### src/include/cpf_cfg.svh
// constants for the card punch function control: offsets, fields, counts
// assumes a 32-bit apb master and a 24-bit word memory port with mod-3 check bits
`ifndef CPF_CFG_SVH
`define CPF_CFG_SVH
`define CPF_OFF_FUNC 8'h00
`define CPF_OFF_CTRL 8'h04
`define CPF_OFF_STAT 8'h08
`define CPF_OFF_CLR 8'h0C
`define CPF_OFF_CNT 8'h10
`define CPF_CTRL_ONLINE 0
`define CPF_CTRL_ACLR 1
`define CPF_CTRL_COL90 2
`define CPF_FW_STACK 19
`define CPF_FW_XLAT 18
`define CPF_FW_FEED 17
`define CPF_FW_INTR 16
`define CPF_FW_TOP 25
`define CPF_FW_CHK_HI 31
`define CPF_FW_CHK_LO 30
`define CPF_ST_PEND 8
`define CPF_ST_ARM 9
`define CPF_ST_BUSY 10
`define CPF_IND_INIT 2
`define CPF_IND_DATA 5
`define CPF_IND_OVER 6
`define CPF_IND_FAULT 7
`define CPF_OP_PC 3'h1
`define CPF_OP_PCT 3'h3
`define CPF_OP_PCS 3'h5
`define CPF_OP_PUNCH_TRANSLATED_STACKER1 3'h7
`define CPF_OP_CCS 3'h4
`define CPF_W80U 6'h28
`define CPF_W80T 6'h14
`define CPF_W90 6'h18
`define CPF_ACC80 8'hF0
`define CPF_ACC90 8'h90
`endif

### src/include/cpf_pkg.sv
// types shared by the card punch function control
// assumes cpf_cfg.svh supplies the numeric constants
`default_nettype none
package cpf_pkg;
  // card cycle sequencer states
  typedef enum logic [1:0] {CPF_IDLE, CPF_FETCH, CPF_HOLD} cpf_state_e;
endpackage
`default_nettype wire

### src/core/cpf_mod3.sv
// modulo-3 residue check of one memory word against its two check bits
// assumes the check bits hold the residue of the data taken as an unsigned number
`default_nettype none
module cpf_mod3 #(
  parameter int W = 24
) (
  input wire logic [W-1:0] data, // word under test
  input wire logic [1:0] chk, // residue carried with the word
  output logic ok // residue matches
);
  logic [1:0] res [0:W];

  assign res[0] = 2'h0;
  // msb first: each step folds one bit in as (2r + b) mod 3
  genvar i;
  generate
    for (i = 0; i < W; i++) begin : g_bit
      logic [2:0] t;
      assign t = {res[i], 1'b0} + {2'h0, data[W-1-i]};
      assign res[i+1] = (t >= 3'h3) ? 2'(t - 3'h3) : t[1:0];
    end
  endgenerate
  assign ok = (res[W] == chk);
endmodule // cpf_mod3
`default_nettype wire

### src/core/cpf_punch_ctrl.sv
// card punch function control: apb registers, function word decode,
// card cycle sequencing, data fetch and the four interrupt indicators
// assumes mechanism pins are asynchronous and the memory port is on pclk
`include "cpf_cfg.svh"
`default_nettype none
module cpf_punch_ctrl
  import cpf_pkg::*;
#(
  parameter int AW = 16
) (
  input wire logic pclk, // 125 MHz bus clock
  input wire logic presetn, // async reset, active low
  input wire logic psel, // apb select
  input wire logic penable, // apb access phase
  input wire logic pwrite, // apb direction
  input wire logic [7:0] paddr, // apb byte address
  input wire logic [31:0] pwdata, // apb write data
  output logic [31:0] prdata, // apb read data
  output logic pready, // apb ready
  output logic pslverr, // unmapped address
  output logic mem_req, // memory read request
  output logic [AW-1:0] mem_addr, // memory word address
  input wire logic mem_gnt, // access granted, data valid
  input wire logic mem_err, // access failed
  input wire logic [23:0] mem_rdata, // memory word
  input wire logic [1:0] mem_rchk, // word mod-3 residue
  output logic [23:0] punch_data, // word to the punch
  output logic punch_valid, // punch_data strobe
  output logic punch_xlat, // translate image to card code
  output logic stacker_sel, // deflector to stacker 1
  output logic feed_card, // feed and advance pulse
  output logic select_only, // move checked card only
  input wire logic card_done_pin, // card cycle end
  input wire logic hole_err_pin, // hole count mismatch
  input wire logic fault_pin, // jam or fault condition
  input wire logic oversight_pin, // operator oversight condition
  input wire logic path_busy_pin // cards present in path
);
  cpf_state_e st;
  logic s1 [0:4];
  logic s2 [0:4];
  logic s3 [0:4];
  logic [4:0] ev;
  logic online, col90, clr_arm;
  logic sb_pend;
  logic [31:0] sb_word;
  logic [25:0] fw;
  logic cyc_col90, cyc_claim, derr_pend;
  logic ind_init, ind_data, ind_over, ind_fault;
  logic [7:0] req_cnt, gnt_cnt, target;
  logic [5:0] widx, words;
  logic wr, hit, blocked, start, fs_ok, op_ok, card_end, qual;
  logic fault_ev, over_ev, dat_ok, feedcyc, claimed;
  logic [2:0] op;

  // two-flop synchronisers, third flop only for edge detection
  genvar g;
  generate
    for (g = 0; g < 5; g++) begin : g_sync
      logic pin;
      assign pin = (g == 0) ? card_done_pin : (g == 1) ? hole_err_pin :
                   (g == 2) ? fault_pin : (g == 3) ? oversight_pin : path_busy_pin;
      always_ff @(posedge pclk or negedge presetn) begin
        if (!presetn) begin
          s1[g] <= 1'b0;
          s2[g] <= 1'b0;
          s3[g] <= 1'b0;
        end else begin
          s1[g] <= pin;
          s2[g] <= s1[g];
          s3[g] <= s2[g];
        end
      end
      assign ev[g] = s2[g] & ~s3[g];
    end
  endgenerate

  // apb decode: zero wait state, error on unmapped offsets
  assign wr = psel & penable & pwrite;
  assign pready = 1'b1;
  always_comb begin
    hit = 1'b1;
    prdata = 32'h0000_0000;
    if (paddr == `CPF_OFF_FUNC) begin
      prdata = sb_word;
    end else if (paddr == `CPF_OFF_CTRL) begin
      prdata[`CPF_CTRL_ONLINE] = online;
      prdata[`CPF_CTRL_COL90] = col90;
    end else if (paddr == `CPF_OFF_STAT) begin
      prdata[`CPF_IND_INIT] = ind_init;
      prdata[`CPF_IND_DATA] = ind_data;
      prdata[`CPF_IND_OVER] = ind_over;
      prdata[`CPF_IND_FAULT] = ind_fault;
      prdata[`CPF_ST_PEND] = sb_pend;
      prdata[`CPF_ST_ARM] = clr_arm;
      prdata[`CPF_ST_BUSY] = (st != CPF_IDLE);
    end else if (paddr == `CPF_OFF_CLR) begin
      prdata = 32'h0000_0000;
    end else if (paddr == `CPF_OFF_CNT) begin
      prdata[7:0] = gnt_cnt;
    end else begin
      hit = 1'b0;
    end
  end
  assign pslverr = psel & penable & ~hit;

  // mod-3 checks on the pending word and on each fetched data word
  cpf_mod3 #(.W(24)) u_fs_chk (
    .data(sb_word[23:0]),
    .chk(sb_word[`CPF_FW_CHK_HI:`CPF_FW_CHK_LO]),
    .ok(fs_ok)
  );
  cpf_mod3 #(.W(24)) u_dat_chk (
    .data(mem_rdata),
    .chk(mem_rchk),
    .ok(dat_ok)
  );

  // any pending indicator except initiation stops memory and new cycles
  assign blocked = ind_data | ind_fault | ind_over;
  assign op = sb_word[`CPF_FW_STACK:`CPF_FW_FEED];
  assign op_ok = (op == `CPF_OP_PC) | (op == `CPF_OP_PCT) | (op == `CPF_OP_PCS) |
                 (op == `CPF_OP_PUNCH_TRANSLATED_STACKER1) | (op == `CPF_OP_CCS);
  assign start = (st == CPF_IDLE) & sb_pend & online & ~blocked;
  assign card_end = (st != CPF_IDLE) & ev[0];
  assign qual = online & (sb_pend | s2[4] | (st != CPF_IDLE));
  // unknown operation or a bad residue on the function word counts as a fault
  assign fault_ev = ev[2] | (start & (~fs_ok | ~op_ok));
  assign over_ev = ev[3];
  assign feedcyc = fw[`CPF_FW_FEED];
  // a claim only counts inside a running cycle, so a stale one never masks a new start
  assign claimed = cyc_claim & (st != CPF_IDLE);
  assign words = cyc_col90 ? `CPF_W90 : (fw[`CPF_FW_XLAT] ? `CPF_W80T : `CPF_W80U);
  assign target = cyc_col90 ? `CPF_ACC90 : `CPF_ACC80;

  // control register: on-line, column format, clear-button arming
  always_ff @(posedge pclk or negedge presetn) begin
    if (!presetn) begin
      online <= 1'b0;
      col90 <= 1'b0;
      clr_arm <= 1'b0;
    end else begin
      if (wr && paddr == `CPF_OFF_CTRL) begin
        online <= pwdata[`CPF_CTRL_ONLINE];
        col90 <= pwdata[`CPF_CTRL_COL90];
      end
      // the clear button arms software reset of fault and oversight
      if (wr && paddr == `CPF_OFF_CTRL && pwdata[`CPF_CTRL_ACLR])
        clr_arm <= 1'b1;
      else if (!ind_fault && !ind_over)
        clr_arm <= 1'b0;
    end
  end

  // standby word: a new word written in the load cycle wins over the clear
  always_ff @(posedge pclk or negedge presetn) begin
    if (!presetn) begin
      sb_pend <= 1'b0;
      sb_word <= 32'h0000_0000;
    end else begin
      if (wr && paddr == `CPF_OFF_FUNC) begin
        sb_pend <= 1'b1;
        sb_word <= pwdata;
      end else if (start) begin
        sb_pend <= 1'b0;
      end
    end
  end

  // card cycle sequencer
  always_ff @(posedge pclk or negedge presetn) begin
    if (!presetn) begin
      st <= CPF_IDLE;
      fw <= 26'h000_0000;
      cyc_col90 <= 1'b0;
    end else begin
      case (st)
        CPF_IDLE: begin
          if (start) begin
            fw <= sb_word[`CPF_FW_TOP:0];
            cyc_col90 <= col90;
            if (!fs_ok || !op_ok)
              st <= CPF_IDLE;
            else if (sb_word[`CPF_FW_FEED])
              st <= CPF_FETCH;
            else
              st <= CPF_HOLD;
          end
        end
        CPF_FETCH: begin
          if (ev[0])
            st <= CPF_IDLE;
          else if (req_cnt == target)
            st <= CPF_HOLD;
        end
        CPF_HOLD: begin
          if (ev[0])
            st <= CPF_IDLE;
        end
        default: st <= CPF_IDLE;
      endcase
    end
  end

  // memory fetch: walk the card image repeatedly until the access total
  assign mem_req = (st == CPF_FETCH) & ~blocked & (req_cnt != target);
  always_ff @(posedge pclk or negedge presetn) begin
    if (!presetn) begin
      req_cnt <= 8'h00;
      gnt_cnt <= 8'h00;
      widx <= 6'h00;
      mem_addr <= '0;
    end else if (start) begin
      req_cnt <= 8'h00;
      gnt_cnt <= 8'h00;
      widx <= 6'h00;
      mem_addr <= sb_word[AW-1:0];
    end else if (mem_req && (mem_gnt || mem_err)) begin
      req_cnt <= req_cnt + 8'h01;
      if (mem_gnt)
        gnt_cnt <= gnt_cnt + 8'h01;
      if (widx + 6'h01 == words) begin
        widx <= 6'h00;
        mem_addr <= fw[AW-1:0];
      end else begin
        widx <= widx + 6'h01;
        mem_addr <= mem_addr + AW'(1);
      end
    end
  end

  // punch side: data word, translation and stacker steering
  always_ff @(posedge pclk or negedge presetn) begin
    if (!presetn) begin
      punch_data <= 24'h00_0000;
      punch_valid <= 1'b0;
      punch_xlat <= 1'b0;
      stacker_sel <= 1'b0;
      feed_card <= 1'b0;
      select_only <= 1'b0;
    end else begin
      punch_valid <= mem_req & mem_gnt;
      if (mem_req && mem_gnt)
        punch_data <= mem_rdata;
      feed_card <= start & fs_ok & op_ok & sb_word[`CPF_FW_FEED];
      select_only <= start & fs_ok & (op == `CPF_OP_CCS);
      if (start && fs_ok && op_ok) begin
        punch_xlat <= sb_word[`CPF_FW_XLAT];
        stacker_sel <= sb_word[`CPF_FW_STACK];
      end else if (card_end) begin
        stacker_sel <= 1'b0;
      end
    end
  end

  // data error candidates gather through the cycle, judged at its end
  always_ff @(posedge pclk or negedge presetn) begin
    if (!presetn) begin
      derr_pend <= 1'b0;
    end else if (start) begin
      derr_pend <= 1'b0;
    end else if (st != CPF_IDLE) begin
      if ((mem_req && mem_gnt && !dat_ok) || (mem_req && mem_err) || ev[1])
        derr_pend <= 1'b1;
    end
  end

  // first fault or oversight of a cycle claims it; a tie goes to fault
  always_ff @(posedge pclk or negedge presetn) begin
    if (!presetn) begin
      cyc_claim <= 1'b0;
    end else if (start || card_end) begin
      cyc_claim <= start & qual & fault_ev;
    end else if (qual && (fault_ev || over_ev)) begin
      cyc_claim <= 1'b1;
    end
  end

  // initiation: software may clear at any time, a set in that cycle wins
  always_ff @(posedge pclk or negedge presetn) begin
    if (!presetn) begin
      ind_init <= 1'b0;
    end else if (start && sb_word[`CPF_FW_INTR]) begin
      ind_init <= 1'b1;
    end else if (wr && paddr == `CPF_OFF_CLR && pwdata[`CPF_IND_INIT]) begin
      ind_init <= 1'b0;
    end
  end

  // fault and oversight: only one per cycle, reset needs the clear button
  always_ff @(posedge pclk or negedge presetn) begin
    if (!presetn) begin
      ind_fault <= 1'b0;
      ind_over <= 1'b0;
    end else begin
      if (qual && fault_ev && !claimed)
        ind_fault <= 1'b1;
      else if (wr && paddr == `CPF_OFF_CLR && pwdata[`CPF_IND_FAULT] && clr_arm)
        ind_fault <= 1'b0;
      if (qual && over_ev && !fault_ev && !claimed)
        ind_over <= 1'b1;
      else if (wr && paddr == `CPF_OFF_CLR && pwdata[`CPF_IND_OVER] && clr_arm)
        ind_over <= 1'b0;
    end
  end

  // data error set late in the cycle, unless fault or oversight claimed it
  always_ff @(posedge pclk or negedge presetn) begin
    if (!presetn) begin
      ind_data <= 1'b0;
    end else if (card_end && !claimed && !(qual && (fault_ev || over_ev)) &&
                 (derr_pend || (feedcyc && gnt_cnt != target))) begin
      ind_data <= 1'b1;
    end else if (wr && paddr == `CPF_OFF_CLR && pwdata[`CPF_IND_DATA]) begin
      ind_data <= 1'b0;
    end
  end

  // checks
  chk_mem_blocked: assert property (@(posedge pclk) disable iff (!presetn)
    blocked |-> !mem_req) else $error("memory request while indicator pending");
  chk_standby_load: assert property (@(posedge pclk) disable iff (!presetn)
    (start && !(wr && paddr == `CPF_OFF_FUNC)) |=> !sb_pend)
    else $error("standby pending not cleared on load");
  chk_init_set: assert property (@(posedge pclk) disable iff (!presetn)
    (start && sb_word[`CPF_FW_INTR]) |=> ind_init) else $error("initiation not set");
  chk_init_quiet: assert property (@(posedge pclk) disable iff (!presetn)
    (!ind_init && !(start && sb_word[`CPF_FW_INTR])) |=> !ind_init)
    else $error("initiation set without request");
  chk_fault_qual: assert property (@(posedge pclk) disable iff (!presetn)
    $rose(ind_fault) |-> $past(qual)) else $error("fault set while idle or off-line");
  chk_over_qual: assert property (@(posedge pclk) disable iff (!presetn)
    $rose(ind_over) |-> $past(qual)) else $error("oversight set while idle or off-line");
  chk_data_yield: assert property (@(posedge pclk) disable iff (!presetn)
    $rose(ind_data) |-> !$past(cyc_claim) && !ind_fault && !ind_over)
    else $error("data error set in a claimed cycle");
  chk_one_claim: assert property (@(posedge pclk) disable iff (!presetn)
    !($rose(ind_fault) && $rose(ind_over))) else $error("fault and oversight together");
  chk_bad_op: assert property (@(posedge pclk) disable iff (!presetn)
    (start && fs_ok && !op_ok) |=> ind_fault && st == CPF_IDLE && !feed_card)
    else $error("unknown operation not faulted");
  chk_select_only: assert property (@(posedge pclk) disable iff (!presetn)
    (start && fs_ok && op == `CPF_OP_CCS) |=> stacker_sel && !feed_card && st == CPF_HOLD)
    else $error("select-only misbehaves");
  chk_stacker_home: assert property (@(posedge pclk) disable iff (!presetn)
    card_end |=> !stacker_sel) else $error("deflector not returned");
  chk_count: assert property (@(posedge pclk) disable iff (!presetn)
    (card_end && feedcyc && gnt_cnt != target && !cyc_claim && !(qual && (fault_ev || over_ev)))
    |=> ind_data) else $error("access count error missed");
  cov_punch: cover property (@(posedge pclk) disable iff (!presetn)
    feed_card ##[1:1000] card_end);
  cov_select: cover property (@(posedge pclk) disable iff (!presetn) select_only);
  cov_data_err: cover property (@(posedge pclk) disable iff (!presetn) $rose(ind_data));
  cov_fault: cover property (@(posedge pclk) disable iff (!presetn) $rose(ind_fault));
endmodule // cpf_punch_ctrl
`default_nettype wire

### config.mk
export PLATFORM = sky130hd
export DESIGN_NAME = cpf_punch_ctrl
export DESIGN_NICKNAME = d
export VERILOG_FILES = /design/src/include/cpf_pkg.sv /design/src/core/cpf_mod3.sv /design/src/core/cpf_punch_ctrl.sv
export VERILOG_INCLUDE_DIRS = /design/src /design/src/include
export SDC_FILE = /design/constraint.sdc
export NUM_CORES = 1
export LEC_CHECK = 0
export CORE_MARGIN = 4
export CORE_UTILIZATION = 40
export CTS_CLUSTER_DIAMETER = 60
export DETAILED_ROUTE_END_ITERATION = 10
export DONT_BUFFER_PORTS = 1
export PLACE_DENSITY = 0.65
export SETUP_SLACK_MARGIN = 0.15
export SKIP_CTS_REPAIR_TIMING = 1
export SLEW_MARGIN = 40
export SYNTH_ARGS = -nofsm -noshare
export SYNTH_HDL_FRONTEND = slang
export SYNTH_SLANG_ARGS = --single-unit
### constraint.sdc
create_clock -name pclk -period 48.8 [get_ports pclk]
set_input_delay 2.44 -clock pclk [delete_from_list [all_inputs] [get_ports pclk]]
set_output_delay 2.44 -clock pclk [all_outputs]
set_load 0.01 [all_outputs]
-- Word-level counts from Yosys, hierarchy flattened
Cells that the tools add are included.
- bits in registers: 145
- input bits: 78
- output and inout port bits: 80
- logic and storage cells: 411
- add/sub/neg operators: 98
- order comparisons: 48
- eq/ne operators: 20
- multiplexer cells: 104
- bitwise logic cells: 41
- reductions and logical operators: 62
- operators with widths (operator ; count):
    3-bit by 1-bit adder with 3-bit output ; 46
    3-bit by 2-bit >= comparator with 1-bit output (second input constant) ; 46
    2-bit 2-to-1 mux ; 56
    2-bit subtractor (second input constant) ; 46
    8-bit 2-to-1 mux ; 8
    16-bit 2-to-1 mux ; 3
    6-bit 2-to-1 mux ; 6
    32-bit 2-to-1 mux ; 1
    1-bit logical AND ; 28
    1-bit 2-to-1 mux ; 28
    2-bit nonzero test ; 13
    1-bit AND ; 23
    16-bit by 1-bit adder with 16-bit output (second input constant) ; 1
    8-bit by 1-bit adder with 8-bit output (second input constant) ; 2
    8-bit by 4-bit equality test with 1-bit output (second input constant) ; 2
    8-bit inequality test ; 2
    1-bit OR ; 10
    3-bit equality test (second input constant) ; 3
    8-bit by 3-bit equality test with 1-bit output (second input constant) ; 1
    8-bit by 5-bit equality test with 1-bit output (second input constant) ; 1
    8-bit equality test ; 1
    1-bit zero test ; 8
    8-bit zero test ; 1
    1-bit NOT ; 8
    other kinds (17) ; 29

-- Longest topological paths before layout
Gate-level depths: netlist of run 1.
- depth in word-level cells: 82
- mapped depth: 108
- gate-level depth less buffers: 108

-- Cells and area by module
A second synthesis of run 1 with hierarchy kept.
- cell total of the unflattened synthesis: 1243
- area total of the unflattened synthesis: 11079.4 um^2
- by module, submodules not included (module ; instances ; cells an instance ; area each (um^2) ; sequential area each (um^2)):
    cpf_punch_ctrl ; 1 ; 671 ; 6854.1 ; 3603.5
    cpf_mod3 at u_dat_chk ; 1 ; 294 ; 2153.3 ; 0.0
    cpf_mod3 at u_fs_chk ; 1 ; 278 ; 2072.0 ; 0.0

-- Worst setup path before layout of run 1
No wires, ideal clock.
- kind: input -> register
- start: input mem_rdata[23]
- end: register derr_pend
- setup time: 138 ps
- arrival time: 19551 ps
- required time: 48662 ps
- path slack: 29111 ps
- stages on the path: 100
- path buffers: 0
- cells stage by stage: and2b_1 -> ha_1 -> or2_1 -> nor3_2 -> nor2_1 -> ha_1 -> a21oi_1 -> o211ai_2 -> a21oi_1 -> ha_1 -> nand2b_1 -> nor2_1 -> o21a_1 -> a221o_1 -> ha_1 -> nor2_1 -> a32o_1 -> nor2b_4 -> [64 not listed] -> mux2_4 -> o21bai_1 -> ha_1 -> nor3_1 -> o31ai_1 -> o2bb2ai_1 -> a21oi_1 -> ha_1 -> nor2_1 -> or4b_1 -> nand3_1 -> and2_1 -> ha_1 -> nor2_1 -> o221a_1 -> or3b_1 -> o311ai_1 -> o211ai_1
- word-level cells in the longest chain between the ends: 78
- elaborated cells on any way between the ends: 102
- classes of those cells: 47 x add/sub; 24 x order compare; 1 x eq/ne; 24 x mux; 6 x reduce/logical
- RTL lines (element ; line ; source):
    start: declaration ; cpf_punch_ctrl.sv:25 ; input wire logic [23:0] mem_rdata,
    1-bit by 2-bit subtractor with 2-bit output or 1-bit by 2-bit >= comparator with 1-bit output (tied branches) ; cpf_mod3.sv:20 ; assign res[i+1] = (t >= 3'h3) ? 2'(t - 3'h3) : t[1:0];
    2-bit 2-to-1 mux (*) ; cpf_mod3.sv:20 ;
    3-bit by 1-bit adder with 3-bit output (*) ; cpf_mod3.sv:19 ; assign t = {res[i], 1'b0} + {2'h0, data[W-1-i]};
    3-bit by 2-bit >= comparator with 1-bit output or 2-bit subtractor (tied branches) ; cpf_mod3.sv:20 ;
    2-bit 2-to-1 mux (*) ; cpf_mod3.sv:20 ;
    3-bit by 1-bit adder with 3-bit output (*) ; cpf_mod3.sv:19 ;
    3-bit by 2-bit >= comparator with 1-bit output or 2-bit subtractor (tied branches) ; cpf_mod3.sv:20 ;
    2-bit 2-to-1 mux (*) ; cpf_mod3.sv:20 ;
    [61 not listed] ; -- ;
    3-bit by 2-bit >= comparator with 1-bit output or 2-bit subtractor (tied branches) ; cpf_mod3.sv:20 ;
    2-bit 2-to-1 mux (*) ; cpf_mod3.sv:20 ;
    2-bit equality test (*) ; cpf_mod3.sv:23 ; assign ok = (res[W] == chk);
    1-bit zero test (*) ; cpf_punch_ctrl.sv:263 ; if ((mem_req && mem_gnt && !dat_ok) || (mem_req && mem_err) || ev[1])
    1-bit logical AND (*) ; cpf_punch_ctrl.sv:263 ;
    1-bit logical OR (*) (2 in a row) ; cpf_punch_ctrl.sv:263 ;
    2-bit nonzero test (no source line) (*) ; -- ;
    2-bit AND reduction (no source line) (*) ; -- ;
    end signal: assignment ; cpf_punch_ctrl.sv:259 ; derr_pend <= 1'b0;
    end signal: assignment ; cpf_punch_ctrl.sv:261 ; derr_pend <= 1'b0;
    end signal: assignment ; cpf_punch_ctrl.sv:264 ; derr_pend <= 1'b1;
    end: declaration ; cpf_punch_ctrl.sv:48 ; logic cyc_col90, cyc_claim, derr_pend;
Every way passes the cells marked *; elsewhere a longest branch is shown, timed or not.
A chain may end at the register's enable or synchronous reset.

-- Worst setup path after layout of run 1
- start: register sb_word[22]
- end: register punch_xlat
- word-level cells in the longest chain between the ends: 72
- elaborated cells on any way between the ends: 95
- classes of those cells: 46 x add/sub; 23 x order compare; 1 x eq/ne; 23 x mux; 2 x reduce/logical
- RTL lines (element ; line ; source):
    start: declaration ; cpf_punch_ctrl.sv:46 ; logic [31:0] sb_word;
    start signal: assignment ; cpf_punch_ctrl.sv:163 ; sb_word <= pwdata;
    3-bit by 1-bit adder with 3-bit output (*) ; cpf_mod3.sv:19 ;
    3-bit by 2-bit >= comparator with 1-bit output or 2-bit subtractor (tied branches) ; cpf_mod3.sv:20 ;
    2-bit 2-to-1 mux (*) ; cpf_mod3.sv:20 ;
    3-bit by 1-bit adder with 3-bit output (*) ; cpf_mod3.sv:19 ;
    3-bit by 2-bit >= comparator with 1-bit output or 2-bit subtractor (tied branches) ; cpf_mod3.sv:20 ;
    2-bit 2-to-1 mux (*) ; cpf_mod3.sv:20 ;
    3-bit by 1-bit adder with 3-bit output (*) ; cpf_mod3.sv:19 ;
    3-bit by 2-bit >= comparator with 1-bit output or 2-bit subtractor (tied branches) ; cpf_mod3.sv:20 ;
    [55 not listed] ; -- ;
    3-bit by 1-bit adder with 3-bit output (*) ; cpf_mod3.sv:19 ;
    3-bit by 2-bit >= comparator with 1-bit output or 2-bit subtractor (tied branches) ; cpf_mod3.sv:20 ;
    2-bit 2-to-1 mux (*) ; cpf_mod3.sv:20 ;
    3-bit by 1-bit adder with 3-bit output (*) ; cpf_mod3.sv:19 ;
    3-bit by 2-bit >= comparator with 1-bit output or 2-bit subtractor (tied branches) ; cpf_mod3.sv:20 ;
    2-bit 2-to-1 mux (*) ; cpf_mod3.sv:20 ;
    2-bit equality test (*) ; cpf_mod3.sv:23 ;
    1-bit logical AND (*) (2 in a row) ; cpf_punch_ctrl.sv:247 ; if (start && fs_ok && op_ok) begin
    end signal: assignment ; cpf_punch_ctrl.sv:248 ; punch_xlat <= sb_word[`CPF_FW_XLAT];
    end: declaration ; cpf_punch_ctrl.sv:29 ; output logic punch_xlat,
Marked as above.

==> flow_metrics.env, run 1 <==
export IMPL_drv_cap=0
export IMPL_track_usage_pct=18.75
export IMPL_synth_cell_type_count=93
export IMPL_via_count=8890
export IMPL_synth_xor_area_share_pct=1.888
export IMPL_ys_warn_count=0
export IMPL_ys_ff_latch=144
export IMPL_path_common_cell="ha_1"
export IMPL_finalSetupViolations=0
export IMPL_rsz0062_at_grt="false"
export IMPL_io_buffers=0
export IMPL_nFillCells=2456
export IMPL_status="completed"
export IMPL_drt_wl_total_microns=26360
export IMPL_max_freq_ghz=0.04604
export IMPL_num_nets_final=1323
export IMPL_core_area_sq_mm=0.02511
export IMPL_die_area_sq_mm=0.02814
export IMPL_arrival_ps=22040
export IMPL_p_switching_mw=0.1608
export IMPL_synthSimpleGateAreaFrac_pct=25.67
export IMPL_fin_skew_ps=14.06
export IMPL_cts_buffers=17
export IMPL_rows=58
export IMPL_synthFlopType="dfrtp_1"
export IMPL_dp_cells=1505
export IMPL_ir_drop_mv=0.02728
export IMPL_syn_area_per_cell_sq_um=8.407
export IMPL_drive_above_1_share_pct=9.445
export IMPL_tightestPinTransition_ps=742.4
export IMPL_timing_hold_violations_final=0
export IMPL_synthesis_area_sq_mm=0.01021
export IMPL_power_leakage_nw=4.970
export IMPL_syn_inst=1214
export IMPL_grt_max_degree=145
export IMPL_whs_ps=351.9
export IMPL_r2r_cells=104
export IMPL_cts_root_buf="clkbuf_16"
export IMPL_diodes=0
export IMPL_dp_slack_ps=27280
export IMPL_pwr_share_seq_pct=28.2
export IMPL_power_density_mw_per_mm2=39.27
export IMPL_via_per_inst=5.784
export IMPL_combinationalPowerShare_pct=42.9
export IMPL_initial_core_util_pct=40.65
export IMPL_ys_seq_area_share_pct=35.31
export IMPL_relSlewSlack_pct=50.45
export IMPL_p_int_mw=0.2743
export IMPL_cts_sinks=144
export IMPL_drt_iter0_drc=848
export IMPL_switching_share_pct=36.95
export IMPL_die_h_microns=167.7
export IMPL_fin_crit_ps=21720
export IMPL_grt_pass1_wl_microns=43690
export IMPL_synth_edff_count=0
export IMPL_cp_end_kind="register"
export IMPL_min_delay_path_depth=0
export IMPL_gr_total_overflow=0
export IMPL_antenna_found_initial=1
export IMPL_setup_worst_path_class="reg -> reg"
export IMPL_clk_pin_slew_ps=70
export IMPL_htree_levels=4
export IMPL_async_flop_share_pct=100.0
export IMPL_grt_pass1_vias=8467
export IMPL_rr_startpoint="sb_word[22]$_DFFE_PN0P_"
export IMPL_synth_mux_area_share_pct=7.466
export IMPL_critPathMaxStageDelay_ps=590
export IMPL_worst_slack_ps=27080
export IMPL_min_delay_start="s1[0]$_DFF_PN0_"
export IMPL_ioPinCount=158
export IMPL_r2r_end="punch_xlat$_DFFE_PN0P_"
export IMPL_period_share_pct=44.51
export IMPL_worstPathRequired_ps=49110
export IMPL_firstDrtPassIters=5
export IMPL_slowest_stage="a211oi_1"
export IMPL_wl_per_cell_microns=17.15
export IMPL_synth_top_family_by_area="simple AND/OR/NAND/NOR gates"
export IMPL_die_w_microns=167.7
export IMPL_synth_compound_area_share_pct=19.98
export IMPL_clk_path_buf_depth=2
export IMPL_final_cells=1537
export IMPL_syn_nets=1343
export IMPL_ant_nets=0
export IMPL_tns_ps=0
export IMPL_clk_latency_ps=430
export IMPL_cts_tree="done"
export IMPL_hpwl_microns=19150
export IMPL_yosys_area_share_adder_pct=6.252
export IMPL_drv_slew=0
export IMPL_synthToLayoutAreaGrowth_pct=8.533
export IMPL_cp_start_kind="register"
export IMPL_power_mw=0.4350
export IMPL_drc=0
export IMPL_clock_power_share_pct=29.0
export IMPL_crit_fanout=8
export IMPL_place_gp_congestion=0.8808
export IMPL_r2r_slack_ps=27080
export IMPL_hp_class="reg -> reg"
export IMPL_hold_end="s2[0]$_DFF_PN0_"
worst max-delay path: cells and delay by family (launching register included):
| family | cells | cell delay [ps] |
|---|---|---|
| buffers and inverters | 1 | 90 |
| AND/OR/NAND/NOR | 34 | 6770 |
| multiplexers | 4 | 930 |
| flip-flops | 1 | 410 |
| adder cells (fa/ha/maj) | 22 | 5450 |
| AO/OA/AOI/OAI | 42 | 7790 |
| XOR/XNOR | 1 | 130 |
placed cells by master (no fill, tap or decap), types with 24 or more instances in the layout:
| cell type | Yosys | layout |
|---|---|---|
| nor2_1 | 131 | 130 |
| nand3_1 | 24 | 24 |
| mux2_2 | 36 | 36 |
| mux2i_1 | 26 | 26 |
| nand2_1 | 187 | 187 |
| inv_1 | 44 | 44 |
| and2_1 | 24 | 24 |
| o21ai_0 | 63 | 62 |
| a21oi_1 | 54 | 54 |
| nor3_1 | 43 | 42 |
| dfrtp_1 | 144 | 144 |
| ha_1 | 51 | 51 |
per-layer routing:
layer  track usage, %  vias to the layer above  wire [microns]
li1                 -                     4359               -
met1            25.32                     4263           11880
met2            30.21                      232           12250
met3            4.462                       34            1728
met4            5.293                        2             492
met5                0                        -               8
kinds of logic after synthesis:
group / Yosys count
AND/OR/NAND/NOR: 545
AO/OA/AOI/OAI: 292
flip-flops: 144
buffers and inverters: 91
multiplexers: 68
adder cells (fa/ha/maj): 51
XOR/XNOR: 22
other: 1
power by group through the flow:
stage	sequential, mW	clock, mW	combinational (mW)
floorplan	0.124	0	0.155
global placement	0.125	0	0.182
detailed placement	0.125	0	0.184
CTS	0.123	0.129	0.185
global route	0.123	0.135	0.209
finish	0.123	0.126	0.186
how the worst max path moves through the flow:
stage / slack [ps] / from / endpoint / depth (start not counted)
floorplan: 29110 / mem_rdata[23] / derr_pend$_DFFE_PN0P_ / 100
global placement: 27630 / mem_rdata[23] / derr_pend$_DFFE_PN0P_ / 98
detailed placement: 27280 / mem_rdata[23] / derr_pend$_DFFE_PN0P_ / 98
CTS: 27370 / sb_word[22]$_DFFE_PN0P_ / punch_xlat$_DFFE_PN0P_ / 104
global route: 25360 / sb_word[22]$_DFFE_PN0P_ / punch_xlat$_DFFE_PN0P_ / 105
finish: 27080 / sb_word[22]$_DFFE_PN0P_ / punch_xlat$_DFFE_PN0P_ / 104
Yosys cell counts (11+ instances only):
library cell  number  area share, %
a21oi_1           54            2.6
and2_1            24            1.5
and3_1            12           0.74
clkbuf_1          44            1.6
dfrtp_1          144             35
ha_1              51            6.3
inv_1             44            1.6
mux2_2            36            4.0
mux2i_1           26            2.5
nand2_1          187            6.9
nand2b_1          13           0.80
nand3_1           24            1.2
nand4_1           11           0.67
nor2_1           131            4.8
nor2b_1           18            1.1
nor3_1            43            2.1
nor3b_1           18            1.3
nor4_1            11           0.67
o21a_1            15            1.1
o21ai_0           63            3.1
o31ai_1           11           0.81
or3_1             17            1.0
xnor2_1           12            1.0
state kept, by name, summed over array words and instances, names as in the netlist, 2 cells and up:
name / cells
s2: 5
widx: 6
sb_word: 32
mem_addr: 16
punch_data: 24
st: 2
fw: 18
gnt_cnt: 8
s1: 5
req_cnt: 8
s3: 4
layout make-up:
cell class | count | area, sq um | share of cell area, %
clock buffer | 18 | 439.2 | 3.965
tap | 330 | 412.9 | 3.728
inverter | 45 | 168.9 | 1.525
sequential | 144 | 3603 | 32.53
multi-input combinational | 979 | 6280 | 56.69
clock inverter | 14 | 120.1 | 1.084
timing repair buffer | 7 | 52.55 | 0.4744
stage by stage:
| stage | instance area, sq um | util, % |
|---|---|---|
| final | 11080 | 44.12 |
| after global routing | 11080 | 44.12 |
| after CTS | 11080 | 44.12 |
| after detailed placement | 10520 | 41.89 |
| after global placement | 10510 | 41.85 |
| after floorplan | 10210 | - |
(Power assumes the default switching activity.)
==> run 2: changes to the inputs <==
Clock period 48.8 ns to 22.4 ns, I/O delays scaled along.
==> flow_metrics.env, run 2 (synthesis results as in run 1) <==
export IMPL_fin_skew_ps=11.73
export IMPL_drive_above_1_share_pct=10.92
export IMPL_rows=58
export IMPL_drv_slew=0
export IMPL_ioPinCount=158
export IMPL_tightestPinTransition_ps=743.6
export IMPL_worstPathRequired_ps=22710
export IMPL_wl_per_cell_microns=17.59
export IMPL_via_per_inst=5.865
export IMPL_period_share_pct=93.00
export IMPL_startpoint="sb_word[22]$_DFFE_PN0P_"
export IMPL_gr_total_overflow=0
export IMPL_largest_reg_flops=32
export IMPL_mostFrequentLayoutCells="186 x nand2_1, 144 x dfrtp_1, 130 x nor2_1, 62 x o21ai_0, 54 x a21oi_1"
export IMPL_cts_root_buf="clkbuf_16"
export IMPL_initial_core_util_pct=40.65
export IMPL_relSlewSlack_pct=49.90
export IMPL_whs_ps=353.7
export IMPL_max_freq_ghz=0.04800
export IMPL_core_area_sq_mm=0.02511
export IMPL_arrival_ps=21140
export IMPL_drt_wl_total_microns=27080
export IMPL_track_usage_pct=18.81
export IMPL_nFillCells=2503
export IMPL_rr_startpoint="sb_word[22]$_DFFE_PN0P_"
export IMPL_cp_num_buf_inv=1
export IMPL_timing_hold_violations_final=0
export IMPL_critPathMaxStageDelay_ps=530
export IMPL_min_delay_start="s1[0]$_DFF_PN0_"
export IMPL_via_count=9027
export IMPL_grt_max_degree=145
export IMPL_die_w_microns=167.7
export IMPL_cp_start_kind="register"
export IMPL_r2r_cells=103
export IMPL_cp_end_kind="register"
export IMPL_final_common_cell="nand2_1"
export IMPL_reg_top3="sb_word (32), punch_data (24), fw (18)"
export IMPL_fin_crit_ps=20830
export IMPL_die_h_microns=167.7
export IMPL_r2r_slack_ps=1570
export IMPL_die_area_sq_mm=0.02814
export IMPL_finalSetupViolations=0
export IMPL_largest_register="sb_word"
export IMPL_antenna_found_initial=1
export IMPL_drc=0
export IMPL_io_buffers=0
export IMPL_slowest_stage="or4_1"
export IMPL_place_gp_congestion=0.9228
export IMPL_hp_class="reg -> reg"
export IMPL_power_leakage_nw=5.037
export IMPL_tns_ps=0
export IMPL_synthToLayoutAreaGrowth_pct=10.26
export IMPL_num_nets_final=1325
export IMPL_power_density_mw_per_mm2=88.81
export IMPL_hold_end="s2[0]$_DFF_PN0_"
export IMPL_r2r_end="punch_xlat$_DFFE_PN0P_"
export IMPL_status="completed"
export IMPL_cts_buffers=17
export IMPL_grt_pass1_wl_microns=43890
export IMPL_diodes=0
export IMPL_min_delay_path_depth=0
export IMPL_setup_worst_path_class="reg -> reg"
export IMPL_cts_tree="done"
export IMPL_crit_fanout=8
export IMPL_clk_latency_ps=430
export IMPL_ant_nets=0
export IMPL_path_common_cell="ha_1"
export IMPL_clk_path_buf_depth=2
export IMPL_grt_pass1_vias=8626
export IMPL_clk_pin_slew_ps=60
export IMPL_drv_cap=0
export IMPL_drt_iter0_drc=646
export IMPL_hpwl_microns=19450
export IMPL_cts_sinks=144
export IMPL_firstDrtPassIters=5
export IMPL_ir_drop_mv=0.05034
export IMPL_crit_family="simple AND/OR/NAND/NOR gates"
export IMPL_htree_levels=4
## run 2: changes by cell type in the layout (fill, tap and decap cells not counted), moves of 2 or more
cell       delta
ha_1          -5
nor3b_1       -2
buf_4         +2
clkinv_4      -2
bufinv_16     +3
nor3b_2       +2
o21ai_2       +2
inv_6         -4
clkbuf_8      +4
o21ai_1       -2
ha_2          +5
## run 2: report_power, final
part / internal (mW) / switching, mW
registers: 0.263 / 0.00380
logic: 0.192 / 0.228
clock network: 0.192 / 0.120
total: 0.647 / 0.352
## run 2: layout make-up
| type | instances | area (sq um) | area share, % |
|---|---|---|---|
| multi-input combinational | 979 | 6360 | 56.52 |
| clock inverter | 10 | 146.4 | 1.301 |
| inverter | 45 | 168.9 | 1.501 |
| clock buffer | 22 | 494.2 | 4.392 |
| sequential | 144 | 3603 | 32.02 |
| timing repair buffer | 9 | 67.56 | 0.6004 |
| tap | 330 | 412.9 | 3.669 |
## run 2: how the worst max path moves through the flow
stage                     depth (start not counted)  slack, ps                     end
after floorplan                                 101       3260  punch_xlat$_DFFE_PN0P_
after global placement                          104       1820  punch_xlat$_DFFE_PN0P_
after detailed placement                        102       1020  punch_xlat$_DFFE_PN0P_
after CTS                                       102        930  punch_xlat$_DFFE_PN0P_
after global routing                            107         -6  punch_xlat$_DFFE_PN0P_
final                                           103       1570  punch_xlat$_DFFE_PN0P_
## run 2: per-layer routing
metal | share of wire (%) | vias up | global-route usage, % | wire length, microns
met5 | 0.044 | - | 0 | 12
met4 | 1.7 | 2 | 4.764 | 456
met3 | 6.5 | 33 | 4.816 | 1759
met2 | 47 | 260 | 31.03 | 12710
met1 | 45 | 4364 | 24.80 | 12140
li1 | - | 4368 | - | -
## run 2: stage by stage
step | instances | power, mW | utilization [%] | setup slack [ps] | cell area [sq um]
after floorplan | 1214 | 0.6086 | - | 3264 | 10210
after global placement | 1503 | 0.6678 | 41.79 | 1822 | 10490
after detailed placement | 1503 | 0.6739 | 41.86 | 1016 | 10510
after CTS | 1535 | 0.9907 | 44.41 | 930.0 | 11150
after global routing | 1539 | 1.064 | 44.82 | -5.633 | 11250
final | 1539 | 0.9994 | 44.82 | 1568 | 11250
==> run 3: changes to the inputs <==
Clock period 22.4 ns to 22.2 ns, I/O delays scaled along.
==> flow_metrics.env, run 3 (synthesis results as in run 1) <==
export IMPL_rsz0062_at_grt="false"
export IMPL_r2r_cells=101
export IMPL_grt_busiest_layer="met2"
export IMPL_clk_pin_slew_ps=60
export IMPL_clk_latency_ps=420
export IMPL_worstPathRequired_ps=22500
export IMPL_reg_top3="sb_word (32), punch_data (24), fw (18)"
export IMPL_drive_above_1_share_pct=11.24
export IMPL_synthToLayoutAreaGrowth_pct=10.19
export IMPL_via_per_inst=5.814
export IMPL_cp_end_kind="register"
export IMPL_timing_hold_violations_final=0
export IMPL_tns_ps=0
export IMPL_largest_register="sb_word"
export IMPL_die_area_sq_mm=0.02814
export IMPL_period_share_pct=92.68
export IMPL_drt_wl_total_microns=26730
export IMPL_drv_slew=0
export IMPL_arrival_ps=20880
export IMPL_track_usage_pct=18.54
export IMPL_grt_max_degree=145
export IMPL_place_gp_congestion=0.9215
export IMPL_largest_reg_flops=32
export IMPL_gr_total_overflow=0
export IMPL_min_delay_path_depth=0
export IMPL_fin_skew_ps=10.48
export IMPL_htree_levels=4
export IMPL_wl_per_cell_microns=17.36
export IMPL_core_area_sq_mm=0.02511
export IMPL_utilization_pct=44.79
export IMPL_drt_iter0_drc=775
export IMPL_met2_usage_pct=28.99
export IMPL_final_common_cell="nand2_1"
export IMPL_drc=0
export IMPL_grt_pass1_wl_microns=43170
export IMPL_final_cells=1540
export IMPL_cts_root_buf="clkbuf_16"
export IMPL_via_count=8954
export IMPL_die_w_microns=167.7
export IMPL_hpwl_microns=19280
export IMPL_die_h_microns=167.7
export IMPL_num_nets_final=1326
export IMPL_cts_sinks=144
export IMPL_hp_class="reg -> reg"
export IMPL_fin_crit_ps=20580
export IMPL_cp_start_kind="register"
export IMPL_setup_worst_path_class="reg -> reg"
export IMPL_io_buffers=0
export IMPL_clk_path_buf_depth=2
export IMPL_mostFrequentLayoutCells="186 x nand2_1, 144 x dfrtp_1, 127 x nor2_1, 62 x o21ai_0, 54 x a21oi_1"
export IMPL_initial_core_util_pct=40.65
export IMPL_power_density_mw_per_mm2=88.76
export IMPL_rows=58
export IMPL_dp_cells=1503
export IMPL_placed_area_sq_mm=0.01051
export IMPL_grtUsageMet3_pct=6.610
export IMPL_cts_buffers=17
export IMPL_fin_area_sq_mm=0.01125
export IMPL_tightestPinTransition_ps=777.1
export IMPL_status="completed"
export IMPL_firstDrtPassIters=5
export IMPL_drv_cap=0
export IMPL_ir_drop_mv=0.04363
export IMPL_antenna_found_initial=1
export IMPL_ant_nets=0
export IMPL_met1_usage_pct=24.17
export IMPL_relSlewSlack_pct=47.65
export IMPL_crit_fanout=8
export IMPL_grt_pass1_vias=8402
export IMPL_path_common_cell="ha_1"
export IMPL_finalSetupViolations=0
export IMPL_max_freq_ghz=0.04860
export IMPL_ioPinCount=158
export IMPL_diodes=0
export IMPL_power_leakage_nw=5.026
export IMPL_slowest_stage="or4_1"
export IMPL_critPathMaxStageDelay_ps=530
export IMPL_cts_tree="done"
==> run 3: changes by cell type in the layout (fill, tap and decap cells not counted), sizes merged <==
cell and delta:
clkinv +3, clkbuf -2, buf +1, inv -1
==> run 3: critical path, delay by kind of cell, from the launching register on <==
family | cells | cell delay [ps]
simple gates | 34 | 6470
flops | 1 | 410
buf+inv | 1 | 120
mux | 5 | 1060
fa+ha+maj | 22 | 5460
compound gates | 38 | 6760
xor+xnor | 1 | 120
==> run 3: layer usage <==
layer,share of wire [%],routed length [microns]
met1,44,11880
met2,45,12120
met3,7.5,2013
met4,2.7,711
met5,0.030,8
==> run 3: worst paths after layout <==
path	slack [ps]	endpoint	from
min reg2reg	360	s2[0]$_DFF_PN0_	s1[0]$_DFF_PN0_
max reg2reg	1620	punch_xlat$_DFFE_PN0P_	sb_word[22]$_DFFE_PN0P_
max	1620	punch_xlat$_DFFE_PN0P_	sb_word[22]$_DFFE_PN0P_
min	360	s2[0]$_DFF_PN0_	s1[0]$_DFF_PN0_
min in group asynchronous	380	sb_word[15]$_DFFE_PN0P_	presetn
max in group asynchronous	21440	punch_data[20]$_DFFE_PN0P_	presetn
==> run 3: layout make-up <==
class                   count  area (sq um)
clock buffers              20         456.7
clock inverters            12         156.4
fillers                  2485         13860
inverters                  45         168.9
multi-input cells         979          6372
flip-flops and latches    144          3603
well taps                 330         412.9
repair buffers             10         75.07
==> run 3: stage by stage <==
stage                     setup slack [ps]  power [mW]  hold WS, ps
after floorplan                       3064      0.6141        331.2
after global placement                1619      0.6739        336.2
after detailed placement             833.7      0.6790        344.0
after CTS                            685.3      0.9884        360.5
after global routing                 113.6       1.062        359.8
final                                 1624      0.9981        362.8
==> run 3: power by group <==
group	internal, mW	switching (mW)	total [mW]
clock network	0.184	0.121	0.305
registers	0.266	0.00377	0.269
logic	0.195	0.229	0.424
